--- src/pkg/bcs_defines.vh ---
// bcs_defines.vh: constants of the branch/condition special-register block.
// assumes bit 0 of each architected register is its most significant bit;
// the macros below hold the little-endian vector index of each documented bit.
`ifndef BCS_DEFINES_VH
`define BCS_DEFINES_VH

// special register numbers used by move-to / move-from
`define BCS_SPR_IXR 10'h001
`define BCS_SPR_RET 10'h008
`define BCS_SPR_LCNT 10'h009

// reset values
`define BCS_FLG_RST 32'h00000000
`define BCS_IXR_RST 32'h00000000
`define BCS_RET_RST 32'h00000000
`define BCS_LCNT_RST 32'h00000000
`define BCS_BYTES_RST 7'h00
`define BCS_LCNT_ZERO_RST 1'h1

// condition flags register: field n spans vector bits [31-4n -: 4]
`define BCS_FLG_INT_FIELD 3'h0
`define BCS_FLG_FP_FIELD 3'h1
// inside a 4-bit field (vector index within the nibble)
`define BCS_FLD_NEG 3
`define BCS_FLD_POS 2
`define BCS_FLD_ZERO 1
`define BCS_FLD_SO 0

// integer exception register layout
`define BCS_IXR_SO 31
`define BCS_IXR_OV 30
`define BCS_IXR_CARRY 29
`define BCS_IXR_RSV_HI 28
`define BCS_IXR_RSV_LO 7
`define BCS_IXR_BYTES_HI 6
`define BCS_IXR_BYTES_LO 0
// writable bits of the integer exception register
`define BCS_IXR_WMASK 32'hE000007F

// branch options field: vector index of the "do not decrement" bit
`define BCS_BROPT_NO_DECR 2
// low address bits ignored when a register is used as a branch target
`define BCS_TARGET_MASK 32'hFFFFFFFC

`endif

--- src/design/bcs_int_flags.v ---
// bcs_int_flags: derives the integer result flag nibble from a 32-bit result.
// assumes the summary overflow input is already the final state at completion.
`timescale 1ns/1ps
`include "bcs_defines.vh"

module bcs_int_flags (
  // result in
  input wire [31:0] result,
  input wire so_final,
  // flag nibble out
  output reg [3:0] flags
);

  always @* begin
    flags = 4'h0;
    // sign decides negative/positive; zero looks at the raw bit string
    flags[`BCS_FLD_ZERO] = (result == 32'h00000000);
    flags[`BCS_FLD_NEG] = result[31];
    flags[`BCS_FLD_POS] = ~result[31] & (result != 32'h00000000);
    flags[`BCS_FLD_SO] = so_final;
  end

endmodule // bcs_int_flags

--- src/design/bcs_field_merge.v ---
// bcs_field_merge: replaces one 4-bit field of the condition flags register.
// assumes field index 0 is the most significant nibble.
`timescale 1ns/1ps
`include "bcs_defines.vh"

module bcs_field_merge (
  // base value and replacement
  input wire [31:0] word_in,
  input wire [2:0] field,
  input wire [3:0] nibble,
  input wire en,
  // merged value
  output reg [31:0] word_out
);

  integer i;

  always @* begin
    word_out = word_in;
    for (i = 0; i < 8; i = i + 1) begin
      if (en && (field == i[2:0])) begin
        word_out[31 - 4 * i -: 4] = nibble;
      end
    end
  end

endmodule // bcs_field_merge

--- src/design/bcs_branch_regs.v ---
// bcs_branch_regs: condition flags, integer exception, return-address and
// loop-count registers of the integer core.
// assumes completion strobes come from the core's retire stage, one clock,
// and that every strobe describes an instruction completing in that cycle.
//
// Function
// - record-form integer results set first three integer flags by signed compare with zero.
// - negative is bit 0, positive bit 1, zero bit 2; exactly one set.
// - integer flag bit 3 takes the final summary overflow state.
// - negative/positive use signed result; zero uses the raw bit string.
// - flags from a partly undefined result carry no guaranteed value.
// - record-form float instructions copy top four status bits into flag bits 4-7.
// - float flags are any-exception, enabled-exception, invalid-op, overflow at completion.
// - any flag field can be read, copied field to field, written under mask.
// - carrying add/subtract forms set carry on carry out, else clear it.
// - non-carrying ops keep carry; shift right algebraic sets it on lost ones.
// - bits 25-31 of integer exception register hold string byte count.
// - return-address register, number 8, supplies return branch target.
// - return-address low two bits stored but ignored as branch address.
// - link-option branches write next address to return-address register, taken or not.
// - loop-count register, number 9, decrements on request, wrapping zero to all ones.
// - loop-count register supplies the count branch target.
`timescale 1ns/1ps
`include "bcs_defines.vh"

module bcs_branch_regs (
  // clock and reset
  input wire clk,
  input wire arst_n,
  // integer completion
  input wire int_valid,
  input wire int_record,
  input wire [31:0] int_result,
  input wire int_ov_we,
  input wire int_ov,
  input wire int_ca_we,
  input wire int_ca,
  // compare completion
  input wire cmp_valid,
  input wire [2:0] cmp_field,
  input wire [3:0] cmp_flags,
  // floating-point completion
  input wire fp_valid,
  input wire fp_record,
  input wire [3:0] float_status_top,
  // flag field moves
  input wire fld_copy_en,
  input wire [2:0] fld_copy_src,
  input wire [2:0] fld_copy_dst,
  input wire fld_mask_we,
  input wire [7:0] fld_field_mask,
  input wire [31:0] fld_wdata,
  // special register moves
  input wire spr_we,
  input wire spr_re,
  input wire [9:0] spr_num,
  input wire [31:0] spr_wdata,
  // branch completion
  input wire br_valid,
  input wire br_link,
  input wire [4:0] branch_options_field,
  input wire [31:0] br_next_addr,
  // register state
  output reg [31:0] condition_flags_reg,
  output reg [31:0] integer_exception_reg,
  output reg [31:0] return_address_reg,
  output reg [31:0] loop_count_reg,
  // derived outputs
  output reg [6:0] string_byte_count,
  output reg [31:0] return_target_q,
  output reg [31:0] loop_target_q,
  output reg loop_count_zero_q,
  output reg [31:0] spr_rdata_q,
  output reg spr_rvalid_q,
  output reg spr_err_q
);

  // architectural state and its next value
  reg [31:0] flg_q;
  reg [31:0] flg_d;
  reg [31:0] ixr_q;
  reg [31:0] ixr_d;
  reg [31:0] ret_q;
  reg [31:0] ret_d;
  reg [31:0] lcnt_q;
  reg [31:0] lcnt_d;
  // same-cycle merges
  reg [31:0] flg_moved;
  reg [31:0] ixr_moved;
  reg so_final;
  reg [3:0] fp_nibble;
  wire [3:0] int_nibble;
  wire [31:0] flg_after_cmp;
  wire [31:0] flg_after_int;
  wire lcnt_decr;
  wire ixr_wr;
  wire ret_wr;
  wire lcnt_wr;

  // nibble of field f, field 0 at the top of the word
  function [3:0] field_get;
    input [31:0] word;
    input [2:0] f;
    integer k;
    begin
      field_get = 4'h0;
      for (k = 0; k < 8; k = k + 1) begin
        if (f == k[2:0]) begin
          field_get = word[31 - 4 * k -: 4];
        end
      end
    end
  endfunction

  // widen the 8-bit field mask to a 32-bit bit mask
  function [31:0] mask_expand;
    input [7:0] m;
    integer k;
    begin
      mask_expand = 32'h00000000;
      for (k = 0; k < 8; k = k + 1) begin
        mask_expand[31 - 4 * k -: 4] = {4{m[7 - k]}};
      end
    end
  endfunction

  // special register decode
  function spr_known;
    input [9:0] n;
    begin
      spr_known = (n == `BCS_SPR_IXR) || (n == `BCS_SPR_RET) || (n == `BCS_SPR_LCNT);
    end
  endfunction

  // move decode: a strobe qualified by one register number
  function spr_hit;
    input strobe;
    input [9:0] n;
    input [9:0] target;
    begin
      spr_hit = strobe && (n == target);
    end
  endfunction

  // an unknown number matches none of these, so such a write is simply dropped
  assign ixr_wr = spr_hit(spr_we, spr_num, `BCS_SPR_IXR);
  assign ret_wr = spr_hit(spr_we, spr_num, `BCS_SPR_RET);
  assign lcnt_wr = spr_hit(spr_we, spr_num, `BCS_SPR_LCNT);

  // field moves come first, so a completing result in the same cycle wins;
  // a copy reads the old field, and a masked write in the same cycle overrides it
  always @* begin
    flg_moved = flg_q;
    if (fld_copy_en) begin
      flg_moved[31 - 4 * fld_copy_dst -: 4] = field_get(flg_q, fld_copy_src);
    end
    if (fld_mask_we) begin
      flg_moved = (flg_moved & ~mask_expand(fld_field_mask)) |
                  (fld_wdata & mask_expand(fld_field_mask));
    end
  end

  bcs_field_merge u_cmp_merge (
    .word_in(flg_moved),
    .field(cmp_field),
    .nibble(cmp_flags),
    .en(cmp_valid),
    .word_out(flg_after_cmp)
  );

  // a move-to lands before the completing instruction's own updates
  always @* begin
    ixr_moved = ixr_q;
    if (ixr_wr) begin
      ixr_moved = spr_wdata & `BCS_IXR_WMASK;
    end
  end

  // summary overflow is sticky: final state is the moved state or this overflow, set wins
  always @* begin
    so_final = ixr_moved[`BCS_IXR_SO] | (int_valid & int_ov_we & int_ov);
  end

  // an undefined result still yields some flag nibble; software must not rely on it
  bcs_int_flags u_int_flags (
    .result(int_result),
    .so_final(so_final),
    .flags(int_nibble)
  );

  bcs_field_merge u_int_merge (
    .word_in(flg_after_cmp),
    .field(`BCS_FLG_INT_FIELD),
    .nibble(int_nibble),
    .en(int_valid & int_record),
    .word_out(flg_after_int)
  );

  always @* begin
    // status bits arrive in architected order: any, enabled, invalid, overflow
    fp_nibble = float_status_top;
    flg_d = flg_after_int;
    if (fp_valid && fp_record) begin
      flg_d[31 - 4 * `BCS_FLG_FP_FIELD -: 4] = fp_nibble;
    end
  end

  // integer exception register next state
  always @* begin
    ixr_d = ixr_moved;
    if (int_valid && int_ov_we) begin
      ixr_d[`BCS_IXR_OV] = int_ov;
    end
    // the flag nibble copies this same bit, so the two agree after each record-form integer result
    ixr_d[`BCS_IXR_SO] = so_final;
    // the core raises ca_we only for carrying and algebraic-shift instructions
    if (int_valid && int_ca_we) begin
      ixr_d[`BCS_IXR_CARRY] = int_ca;
    end
    ixr_d[`BCS_IXR_RSV_HI:`BCS_IXR_RSV_LO] = 22'h000000;
  end

  // branch decrements when the options field does not suppress it
  assign lcnt_decr = br_valid & ~branch_options_field[`BCS_BROPT_NO_DECR];

  always @* begin
    ret_d = ret_q;
    lcnt_d = lcnt_q;
    if (ret_wr) begin
      ret_d = spr_wdata;
    end
    if (lcnt_wr) begin
      lcnt_d = spr_wdata;
    end
    // branch update beats a move in the same cycle: it retires later in order
    if (br_valid && br_link) begin
      ret_d = br_next_addr;
    end
    // zero minus one wraps to all ones with no special case
    if (lcnt_decr) begin
      lcnt_d = lcnt_q - 32'h00000001;
    end
  end

  always @(posedge clk or negedge arst_n) begin
    if (!arst_n) begin
      flg_q <= `BCS_FLG_RST;
      ixr_q <= `BCS_IXR_RST;
      ret_q <= `BCS_RET_RST;
      lcnt_q <= `BCS_LCNT_RST;
    end else begin
      flg_q <= flg_d;
      ixr_q <= ixr_d;
      ret_q <= ret_d;
      lcnt_q <= lcnt_d;
    end
  end

  // output copies, all registered from the next-state values;
  // the duplicate flops cost area but keep every port a plain register output
  always @(posedge clk or negedge arst_n) begin
    if (!arst_n) begin
      condition_flags_reg <= `BCS_FLG_RST;
      integer_exception_reg <= `BCS_IXR_RST;
      return_address_reg <= `BCS_RET_RST;
      loop_count_reg <= `BCS_LCNT_RST;
      string_byte_count <= `BCS_BYTES_RST;
      return_target_q <= `BCS_RET_RST & `BCS_TARGET_MASK;
      loop_target_q <= `BCS_LCNT_RST & `BCS_TARGET_MASK;
      loop_count_zero_q <= `BCS_LCNT_ZERO_RST;
    end else begin
      condition_flags_reg <= flg_d;
      integer_exception_reg <= ixr_d;
      return_address_reg <= ret_d;
      loop_count_reg <= lcnt_d;
      string_byte_count <= ixr_d[`BCS_IXR_BYTES_HI:`BCS_IXR_BYTES_LO];
      return_target_q <= ret_d & `BCS_TARGET_MASK;
      loop_target_q <= lcnt_d & `BCS_TARGET_MASK;
      loop_count_zero_q <= (lcnt_d == 32'h00000000);
    end
  end

  // move-from: value as it stands before this cycle's updates
  always @(posedge clk or negedge arst_n) begin
    if (!arst_n) begin
      spr_rdata_q <= 32'h00000000;
      spr_rvalid_q <= 1'h0;
      spr_err_q <= 1'h0;
    end else begin
      spr_rvalid_q <= spr_re;
      spr_err_q <= spr_re & ~spr_known(spr_num);
      if (spr_re) begin
        // an unknown number reads zero; the error pulse tells it from a real zero
        case (spr_num)
          `BCS_SPR_IXR: spr_rdata_q <= ixr_q;
          `BCS_SPR_RET: spr_rdata_q <= ret_q;
          `BCS_SPR_LCNT: spr_rdata_q <= lcnt_q;
          default: spr_rdata_q <= 32'h00000000;
        endcase
      end
    end
  end

endmodule // bcs_branch_regs

--- config.mk ---
export PLATFORM = sky130hd
export DESIGN_NAME = bcs_branch_regs
export DESIGN_NICKNAME = d
export VERILOG_FILES = /design/src/design/bcs_int_flags.v /design/src/design/bcs_field_merge.v /design/src/design/bcs_branch_regs.v
export VERILOG_INCLUDE_DIRS = /design/src /design/src/pkg
export SDC_FILE = /design/constraint.sdc
export NUM_CORES = 1
export LEC_CHECK = 0
export ABC_AREA = 1
export BUFFER_PORTS_ARGS = -buffer_cell sky130_fd_sc_hd__buf_2
export CAP_MARGIN = 20
export CORE_AREA = 4 4 161 163
export CTS_CLUSTER_DIAMETER = 150
export CTS_CLUSTER_SIZE = 25
export DETAILED_ROUTE_END_ITERATION = 6
export DIE_AREA = 0 0 165 167
export HOLD_SLACK_MARGIN = 0.02
export PLACE_DENSITY = 0.68
export RECOVER_POWER = 50
export SLEW_MARGIN = 30
export SYNTH_ARGS = -nofsm -noshare
export SYNTH_HDL_FRONTEND = slang
export SYNTH_HIERARCHICAL = 1
export SYNTH_SLANG_ARGS = --single-unit
--- constraint.sdc ---
create_clock -name clk -period 4.2 [get_ports clk]
set_input_delay 0.84 -clock clk [delete_from_list [all_inputs] [get_ports clk]]
set_output_delay 0.84 -clock clk [all_outputs]
set_load 0.03 [all_outputs]
==> flow_summary_export.csv, run 1 <==
group,metric,value,unit
run_status,outcome,"complete, but fails checks",
run_status,violations,"capacitance limit, slew limit",
routing,drc_errors,0,
worst_setup_path,critPathMaxStageDelay,0.71,ns
final_layout,num-nets-final,2044,
placed_design,gp_congestion,0.970,
timing,hold_viol,0,
clocking,cts_resized,0,
floorplan,start_util,0.415,
floorplan,die-area,27600,µm²
placed_design,portBuffers,388,
clocking,htreeDepth,4,
worst_setup_path,cpMaxStageDelayCell,"nand3_1",
run,maxCapViolCount,1,
pwr,combPwrFrac,0.445,
pwr,p_int,3.07,mW
worst_setup_path,crit_path_end_kind,"flip-flop",
pwr,leakage,6.53,nW
min_path,hold_path_class,"reg2reg",
clocking,cts_root_buf,"clkbuf_16",
routing,wl_per_cell,18.4,µm
pwr,p_switching,3.04,mW
final_layout,nFillCells,2605,
timing,period_share,0.767,
synthesis,synth_top_family_by_area,"simple AND/OR/NAND/NOR gates",
synthesis,synth_ff_type,"dfrtp_1",
final_layout,multi_input_area,5200,µm²
pwr,sw_frac_of_total,0.497,
clocking,post_cts_buffers,0,
timing,period_minus_slack,3.22,ns
synthesis,synth_top_area_frac,0.347,
worst_setup_path,cp-start-kind,"primary input",
worst_setup_path,cp.required,4.56,ns
timing,finClkSkew,0.0134,ns
synthesis,avgSynthCellArea,6.53,µm²
synthesis,syn_area,10100,µm²
final_layout,drive_above_1_share,0.198,
global_route,grt_max_degree,93,
synthesis,synthMuxAreaShare,0.00447,
floorplan,num_rows,57,
synthesis,synth_xor_area_frac,0.00521,
global_route,antenna_found_initial,0,
placed_design,dpl_cell_area,11800,µm²
final_layout,insertedDiodeCount,0,
worst_setup_path,crit_arrival,3.58,ns
global_route,overflow,0,
synthesis,synth-warning-count,6,
timing,slew_headroom,-0.677,
routing,drt_iter0_drc,819,
placed_design,place_hpwl,31900,µm
routing,ant_nets,0,
timing,worstMarginPinSlew,2.51,ns
worst_setup_path,criticalPathCategory,"in2reg",
worst_setup_path,crit_family,"simple AND/OR/NAND/NOR gates",
synthesis,yosys.area_share.simple,0.365,
clocking,cts_max_path_buffers,2,
clocking,clkTransAtPathRegs,0.07,ns
floorplan,coreArea,24300,µm²
synthesis,synthAdderAreaFrac,0.00124,
clocking,clk_latency,0.43,ns
floorplan,num_io_pins,419,
synthesis,synth_top_cells_by_area,"dfrtp_1 35%, nand2_1 19%, buf_4 7.3%",
timing,setup_tns,0,ns
pwr,power.share.sequential,0.311,
synthesis,ys_seq_elements,141,
worst_setup_path,crit_fanout,19,
synthesis,netlist_instances,1545,
routing,routed_via_density,5.16,
pwr,clkPwrFrac,0.244,
synthesis,synth_edf_count,0,
pwr,ir_worst_vdd,364,µV
clocking,cts_tree,"built",
worst_setup_path,crit_top_cell,"nor2_1",
clocking,cts_num_sinks,141,
timing,finalMaxSlewViolations,92,
routing,via_count,11300,
synthesis,ys_seq_area_frac,0.350,
routing,wl,40400,µm
pwr,power_density,502,nW/µm²
routing,drtPass1Iterations,6,
synthesis,async_flop_share,1.00,
clocking,ctsHoldBuffers,0,
clocking,cts-buffers-inserted,17,
final_layout,seqCellArea,3530,µm²
global_route,grt_usage,0.282,
synthesis,synth-compound-area-share,0.127,
synthesis,yosysTopAreaCell,"dfrtp_1",
final_layout,area_growth,20.7,%
timing,fmax,311,MHz
worst_setup_path,critPathBufInv,2,
timing,rsz0062_at_grt,"false",
worst_setup_path,cp_cell_sequence,"buf_2, nor2_1, nand2_2, nor2_1, nand3_1, clkinv_2, nand2_1, nand3_1, nand2_1, nor2_1, nand2_1, nor2_1, nand2_1, nor2_1",
timing,setup_viol,0,
global_route,grt_pass1_vias,10800,
global_route,grt_pass1_wl,60200,µm
floorplan,die_w,165,µm
synthesis,synth.distinct_cells,40,
floorplan,die_y,167,µm
final_layout,postLayoutCellArea,12200,µm²
[kinds of logic after synthesis]
logic type | Yosys count
simple gates | 881
buf+inv | 284
compound gates | 227
flops | 141
xor+xnor | 6
mux | 4
fa+ha+maj | 1
other cells | 1
[synth_stat cells (2+ instances only)]
cell type / n
nand2_1: 516
nor2_1: 177
dfrtp_1: 140
nand3_1: 135
inv_1: 134
buf_4: 98
a21oi_1: 81
o21ai_0: 61
o211ai_1: 29
clkbuf_1: 25
o22ai_1: 23
nand4_1: 18
buf_2: 14
o21ai_1: 13
a31oi_1: 12
nor2_2: 9
nor2_4: 9
nor3_1: 6
xor2_1: 6
a22o_1: 5
buf_1: 5
mux2_2: 4
buf_6: 3
inv_2: 3
nand2_2: 3
nor3_2: 2
[metal layers]
layer  vias up  GRT usage  part of all wire
met3        70     0.0433             0.081
li1       5491          -                 -
met5         -          0                 0
met1      5179      0.365              0.41
met2       588      0.480              0.48
met4         0     0.0926             0.026
[per-stage QoR]
| step | hold slack (ns) | utilization | setup slack, ns | power (mW) | cells |
|---|---|---|---|---|---|
| finish | 0.478 | 0.500 | 0.980 | 6.11 | 2195 |
| global route | 0.494 | 0.500 | 0.666 | 6.46 | 2195 |
| CTS | 0.480 | 0.507 | 1.54 | 6.12 | 2195 |
| detailed placement | 0.464 | 0.483 | 1.10 | 4.62 | 2163 |
| global placement | 0.460 | 0.483 | 1.15 | 4.61 | 2163 |
| floorplan | 0.544 | - | 1.86 | 3.86 | 1583 |
[power by group through the flow]
| stage | clock [mW] | sequential [mW] | combinational (mW) |
|---|---|---|---|
| after global routing | 1.58 | 1.93 | 2.96 |
| after detailed placement | 0 | 1.91 | 2.71 |
| after floorplan | 0 | 2.21 | 1.65 |
| final | 1.49 | 1.90 | 2.72 |
| after CTS | 1.51 | 1.89 | 2.73 |
| after global placement | 0 | 1.91 | 2.70 |
[final timing paths]
check                                start                 to  slack (ns)  cells past startpoint
max                             spr_num[5]  loop_count_zero_q        0.98                     14
min                        spr_rdata_q[10]    spr_rdata_q[10]        0.48                      2
max reg2reg                      lcnt_q[0]  loop_count_zero_q        1.84                     14
min reg2reg                spr_rdata_q[10]    spr_rdata_q[10]        0.48                      2
max in group asynchronous           arst_n    spr_rdata_q[11]        1.53                      1
min in group asynchronous           arst_n         lcnt_q[23]        1.14                      1
[final cells by class]
cell class | count | share of cell area
multi-input combinational | 1158 | 0.428
sequential | 141 | 0.290
timing repair buffer | 401 | 0.159
inverter | 139 | 0.0430
clock buffer | 17 | 0.0350
tap | 324 | 0.0333
clock inverter | 15 | 0.0120
[tightest hold or removal path: cells and delay by family, from the launching register on]
kind / cells / cell delay, ns
DFF: 1 / 0.34
and+or+nand+nor: 2 / 0.10
[cell usage in the layout (no fill, tap or decap), drive strengths merged, types with 4 or more instances in the layout]
cell type	Yosys	routed
a21oi	82	82
dfrtp	140	140
mux2	4	4
inv	137	148
nand4	18	18
a31oi	12	12
nand2	520	520
a22o	5	5
o21ai	74	74
nor3	9	9
buf	120	301
nand3	137	137
o22ai	23	23
clkinv	2	5
clkbuf	25	117
conb	1	39
o211ai	29	29
xor2	6	6
nor2	195	195
Note: power is estimated with default switching activity, not from simulation.
==> run 2, diff against run 1 <==
ABC_AREA = 0   (was 1)
CORE_AREA = 4 4 163 165   (was 4 4 161 163)
DIE_AREA = 0 0 167 169   (was 0 0 165 167)
PLACE_DENSITY = 0.64   (was 0.68)
clock period = 3.1 ns   (was 4.2 ns; I/O delays follow)
==> flow_summary_export.csv, run 2 <==
group,metric,value,unit
run_status,outcome,"complete, but fails checks",
run_status,violations,"capacitance limit, slew limit",
final_layout,drive_above_1_share,0.409,
timing,rsz0062_at_grt,"true",
final_layout,area_growth,31.5,%
global_route,grt_use_met2,0.392,
placed_design,gp_congestion,0.899,
timing,slew_headroom,-0.628,
final_layout,postLayoutCellArea,12300,µm²
synthesis,ys_top_cells_by_count,"140 x dfrtp_1, 95 x buf_4, 90 x mux2_2",
synthesis,ys_seq_elements,141,
global_route,grt.busiest_layer,"met2",
floorplan,die_w,167,µm
min_path,hold_path_class,"in2reg",
final_layout,nFillCells,2427,
pwr,total_power,6.64,mW
timing,finClkSkew,0.0107,ns
routing,drc_errors,0,
global_route,grt_use_met1,0.309,
final_layout,num-nets-final,1562,
synthesis,synth_edf_count,0,
worst_setup_path,cp.required,3.44,ns
clocking,cts_tree,"built",
floorplan,num_rows,58,
synthesis,yosys.area_share.simple,0.162,
clocking,cts_max_path_buffers,2,
synthesis,synth_top_area_frac,0.374,
routing,routed_via_density,5.21,
global_route,grt_pass1_wl,52500,µm
worst_setup_path,crit_path_end_kind,"flip-flop",
worst_setup_path,crit_arrival,3.40,ns
synthesis,avgSynthCellArea,9.67,µm²
synthesis,synth_top_cells_by_area,"dfrtp_1 37%, mux2_2 11%, mux2i_1 8.0%",
final_layout,layout_commonest_cell,"buf_2",
clocking,htreeDepth,4,
floorplan,num_io_pins,419,
worst_setup_path,criticalPathCategory,"in2reg",
placed_design,place_hpwl,26900,µm
timing,setup_tns,0,ns
global_route,overflow,0,
run,maxCapViolCount,1,
global_route,antenna_found_initial,0,
synthesis,synth.distinct_cells,66,
floorplan,die-area,28200,µm²
synthesis,async_flop_share,1.00,
timing,worstMarginPinSlew,2.44,ns
final_layout,insertedDiodeCount,0,
global_route,grt_usage,0.236,
synthesis,syn_area,9380,µm²
synthesis,synth_top_family_by_area,"multiplexers",
floorplan,die_y,169,µm
synthesis,synth_ff_type,"dfrtp_1",
routing,wl,34800,µm
routing,ant_nets,0,
synthesis,synth-compound-area-share,0.119,
synthesis,synth_most_common_cell,"dfrtp_1",
synthesis,synth-warning-count,6,
placed_design,portBuffers,388,
worst_setup_path,crit_fanout,5,
floorplan,start_util,0.374,
routing,wl_per_cell,20.2,µm
floorplan,coreArea,25000,µm²
pwr,ir_worst_vdd,246,µV
global_route,grt_use_met3,0.0381,
synthesis,synthAdderAreaFrac,0.00133,
clocking,clk_latency,0.43,ns
routing,drtPass1Iterations,5,
timing,finalMaxSlewViolations,51,
pwr,power_density,539,nW/µm²
clocking,cts_root_buf,"clkbuf_16",
global_route,grt_pass1_vias,8983,
timing,fmax,327,MHz
global_route,grt_max_degree,66,
synthesis,synth_xor_area_frac,0.00187,
placed_design,dpl_cell_area,11700,µm²
timing,hold_viol,0,
final_layout,layout_common_cells,"284 x buf_2, 140 x dfrtp_1, 103 x clkbuf_1",
timing,setup_viol,0,
clocking,cts_num_sinks,141,
synthesis,yosysTopAreaCell,"dfrtp_1",
synthesis,synthMuxAreaShare,0.231,
synthesis,netlist_instances,970,
routing,drt_iter0_drc,578,
timing,period_minus_slack,3.06,ns
synthesis,ys_seq_area_frac,0.376,
worst_setup_path,cp-start-kind,"primary input",
clocking,cts-buffers-inserted,17,
timing,period_share,0.986,
pwr,leakage,5.90,nW
routing,via_count,8956,
clocking,clkTransAtPathRegs,0.07,ns
-- run 2: cell count changes in the layout (fill, tap and decap cells not counted), sizes merged, moves of 11 or more --
| cell | previous run | this run |
|---|---|---|
| o211ai | 29 | 3 |
| nand3 | 137 | 13 |
| inv | 148 | 38 |
| a21oi | 82 | 54 |
| conb | 39 | 50 |
| nand4b | 0 | 11 |
| mux2 | 4 | 114 |
| nor4 | 1 | 16 |
| nor2 | 195 | 71 |
| o21ai | 74 | 59 |
| nand2 | 520 | 89 |
| buf | 301 | 372 |
| mux2i | 0 | 75 |
| or4 | 0 | 11 |
-- run 2: metal layers --
metal,vias to the layer above,part of all wire
li1,4211,-
met1,4298,0.43
met2,381,0.48
met3,66,0.062
met4,0,0.028
met5,-,0
-- run 2: worst max-delay path: stages --
cell and delay [ns]:
buf_2 0.10, or4_4 0.53, or4_4 0.60, o22ai_2 0.18, a21oi_2 0.05, or4_4 0.49
or4b_4 0.57, nor4_4 0.26
-- run 2: layout make-up --
type                            instances  area [µm²]  share of cell area
Timing Repair Buffer                  476        2500               0.203
Sequential cell                       141        3530               0.286
Inverter                               31         116             0.00944
Tap cell                              330         413              0.0335
Clock inverter                         15         173              0.0140
Multi-Input combinational cell        709        5170               0.419
Clock buffer                           17         425              0.0345
-- run 2: worst paths after layout --
kind                                        from                       to  slack [ns]  cells after the start
max in group asynchronous                 arst_n                spr_err_q        0.42                      2
min                          float_status_top[2]  condition_flags_reg[26]        0.43                      2
max reg2reg                            lcnt_q[0]        loop_count_zero_q        0.10                     11
min in group asynchronous                 arst_n   return_address_reg[22]        1.09                      1
min reg2reg                return_address_reg[0]    return_address_reg[0]        0.53                      2
max                                   spr_num[1]        loop_count_zero_q        0.04                      8
-- run 2: cells by family after synthesis --
kind of cell / after synthesis
compound gates: 184
xor+xnor: 2
fa+ha+maj: 1
buf+inv: 169
flops: 141
mux: 191
other cells: 1
simple gates: 281
-- run 2: what timing repair did --
action,CTS,global route
pin swaps,9,14
endpoints found under the setup margin,1,1
hold endpoints to repair,0,0
resized for setup,6,23
buffers inserted,2,2
hold buffers,0,0
-- run 2: through the flow --
stage,cells,hold WS (ns),utilization,setup slack (ns)
final,1719,0.430,0.492,0.0442
after global placement,1684,0.501,0.468,-0.324
after global routing,1719,0.424,0.492,-0.154
after CTS,1717,0.138,0.493,-0.00254
after detailed placement,1684,0.508,0.468,-0.399
after floorplan,1019,0.324,-,-0.253
-- run 2: where the power goes --
| part | leakage [nW] | internal (mW) | total [mW] | switching, mW |
|---|---|---|---|---|
| Clock | 0.287 | 1.15 | 2.10 | 0.949 |
| Combinational | 3.87 | 0.823 | 2.28 | 1.45 |
| Sequential | 1.74 | 2.04 | 2.27 | 0.226 |
| Total | 5.90 | 4.02 | 6.64 | 2.63 |
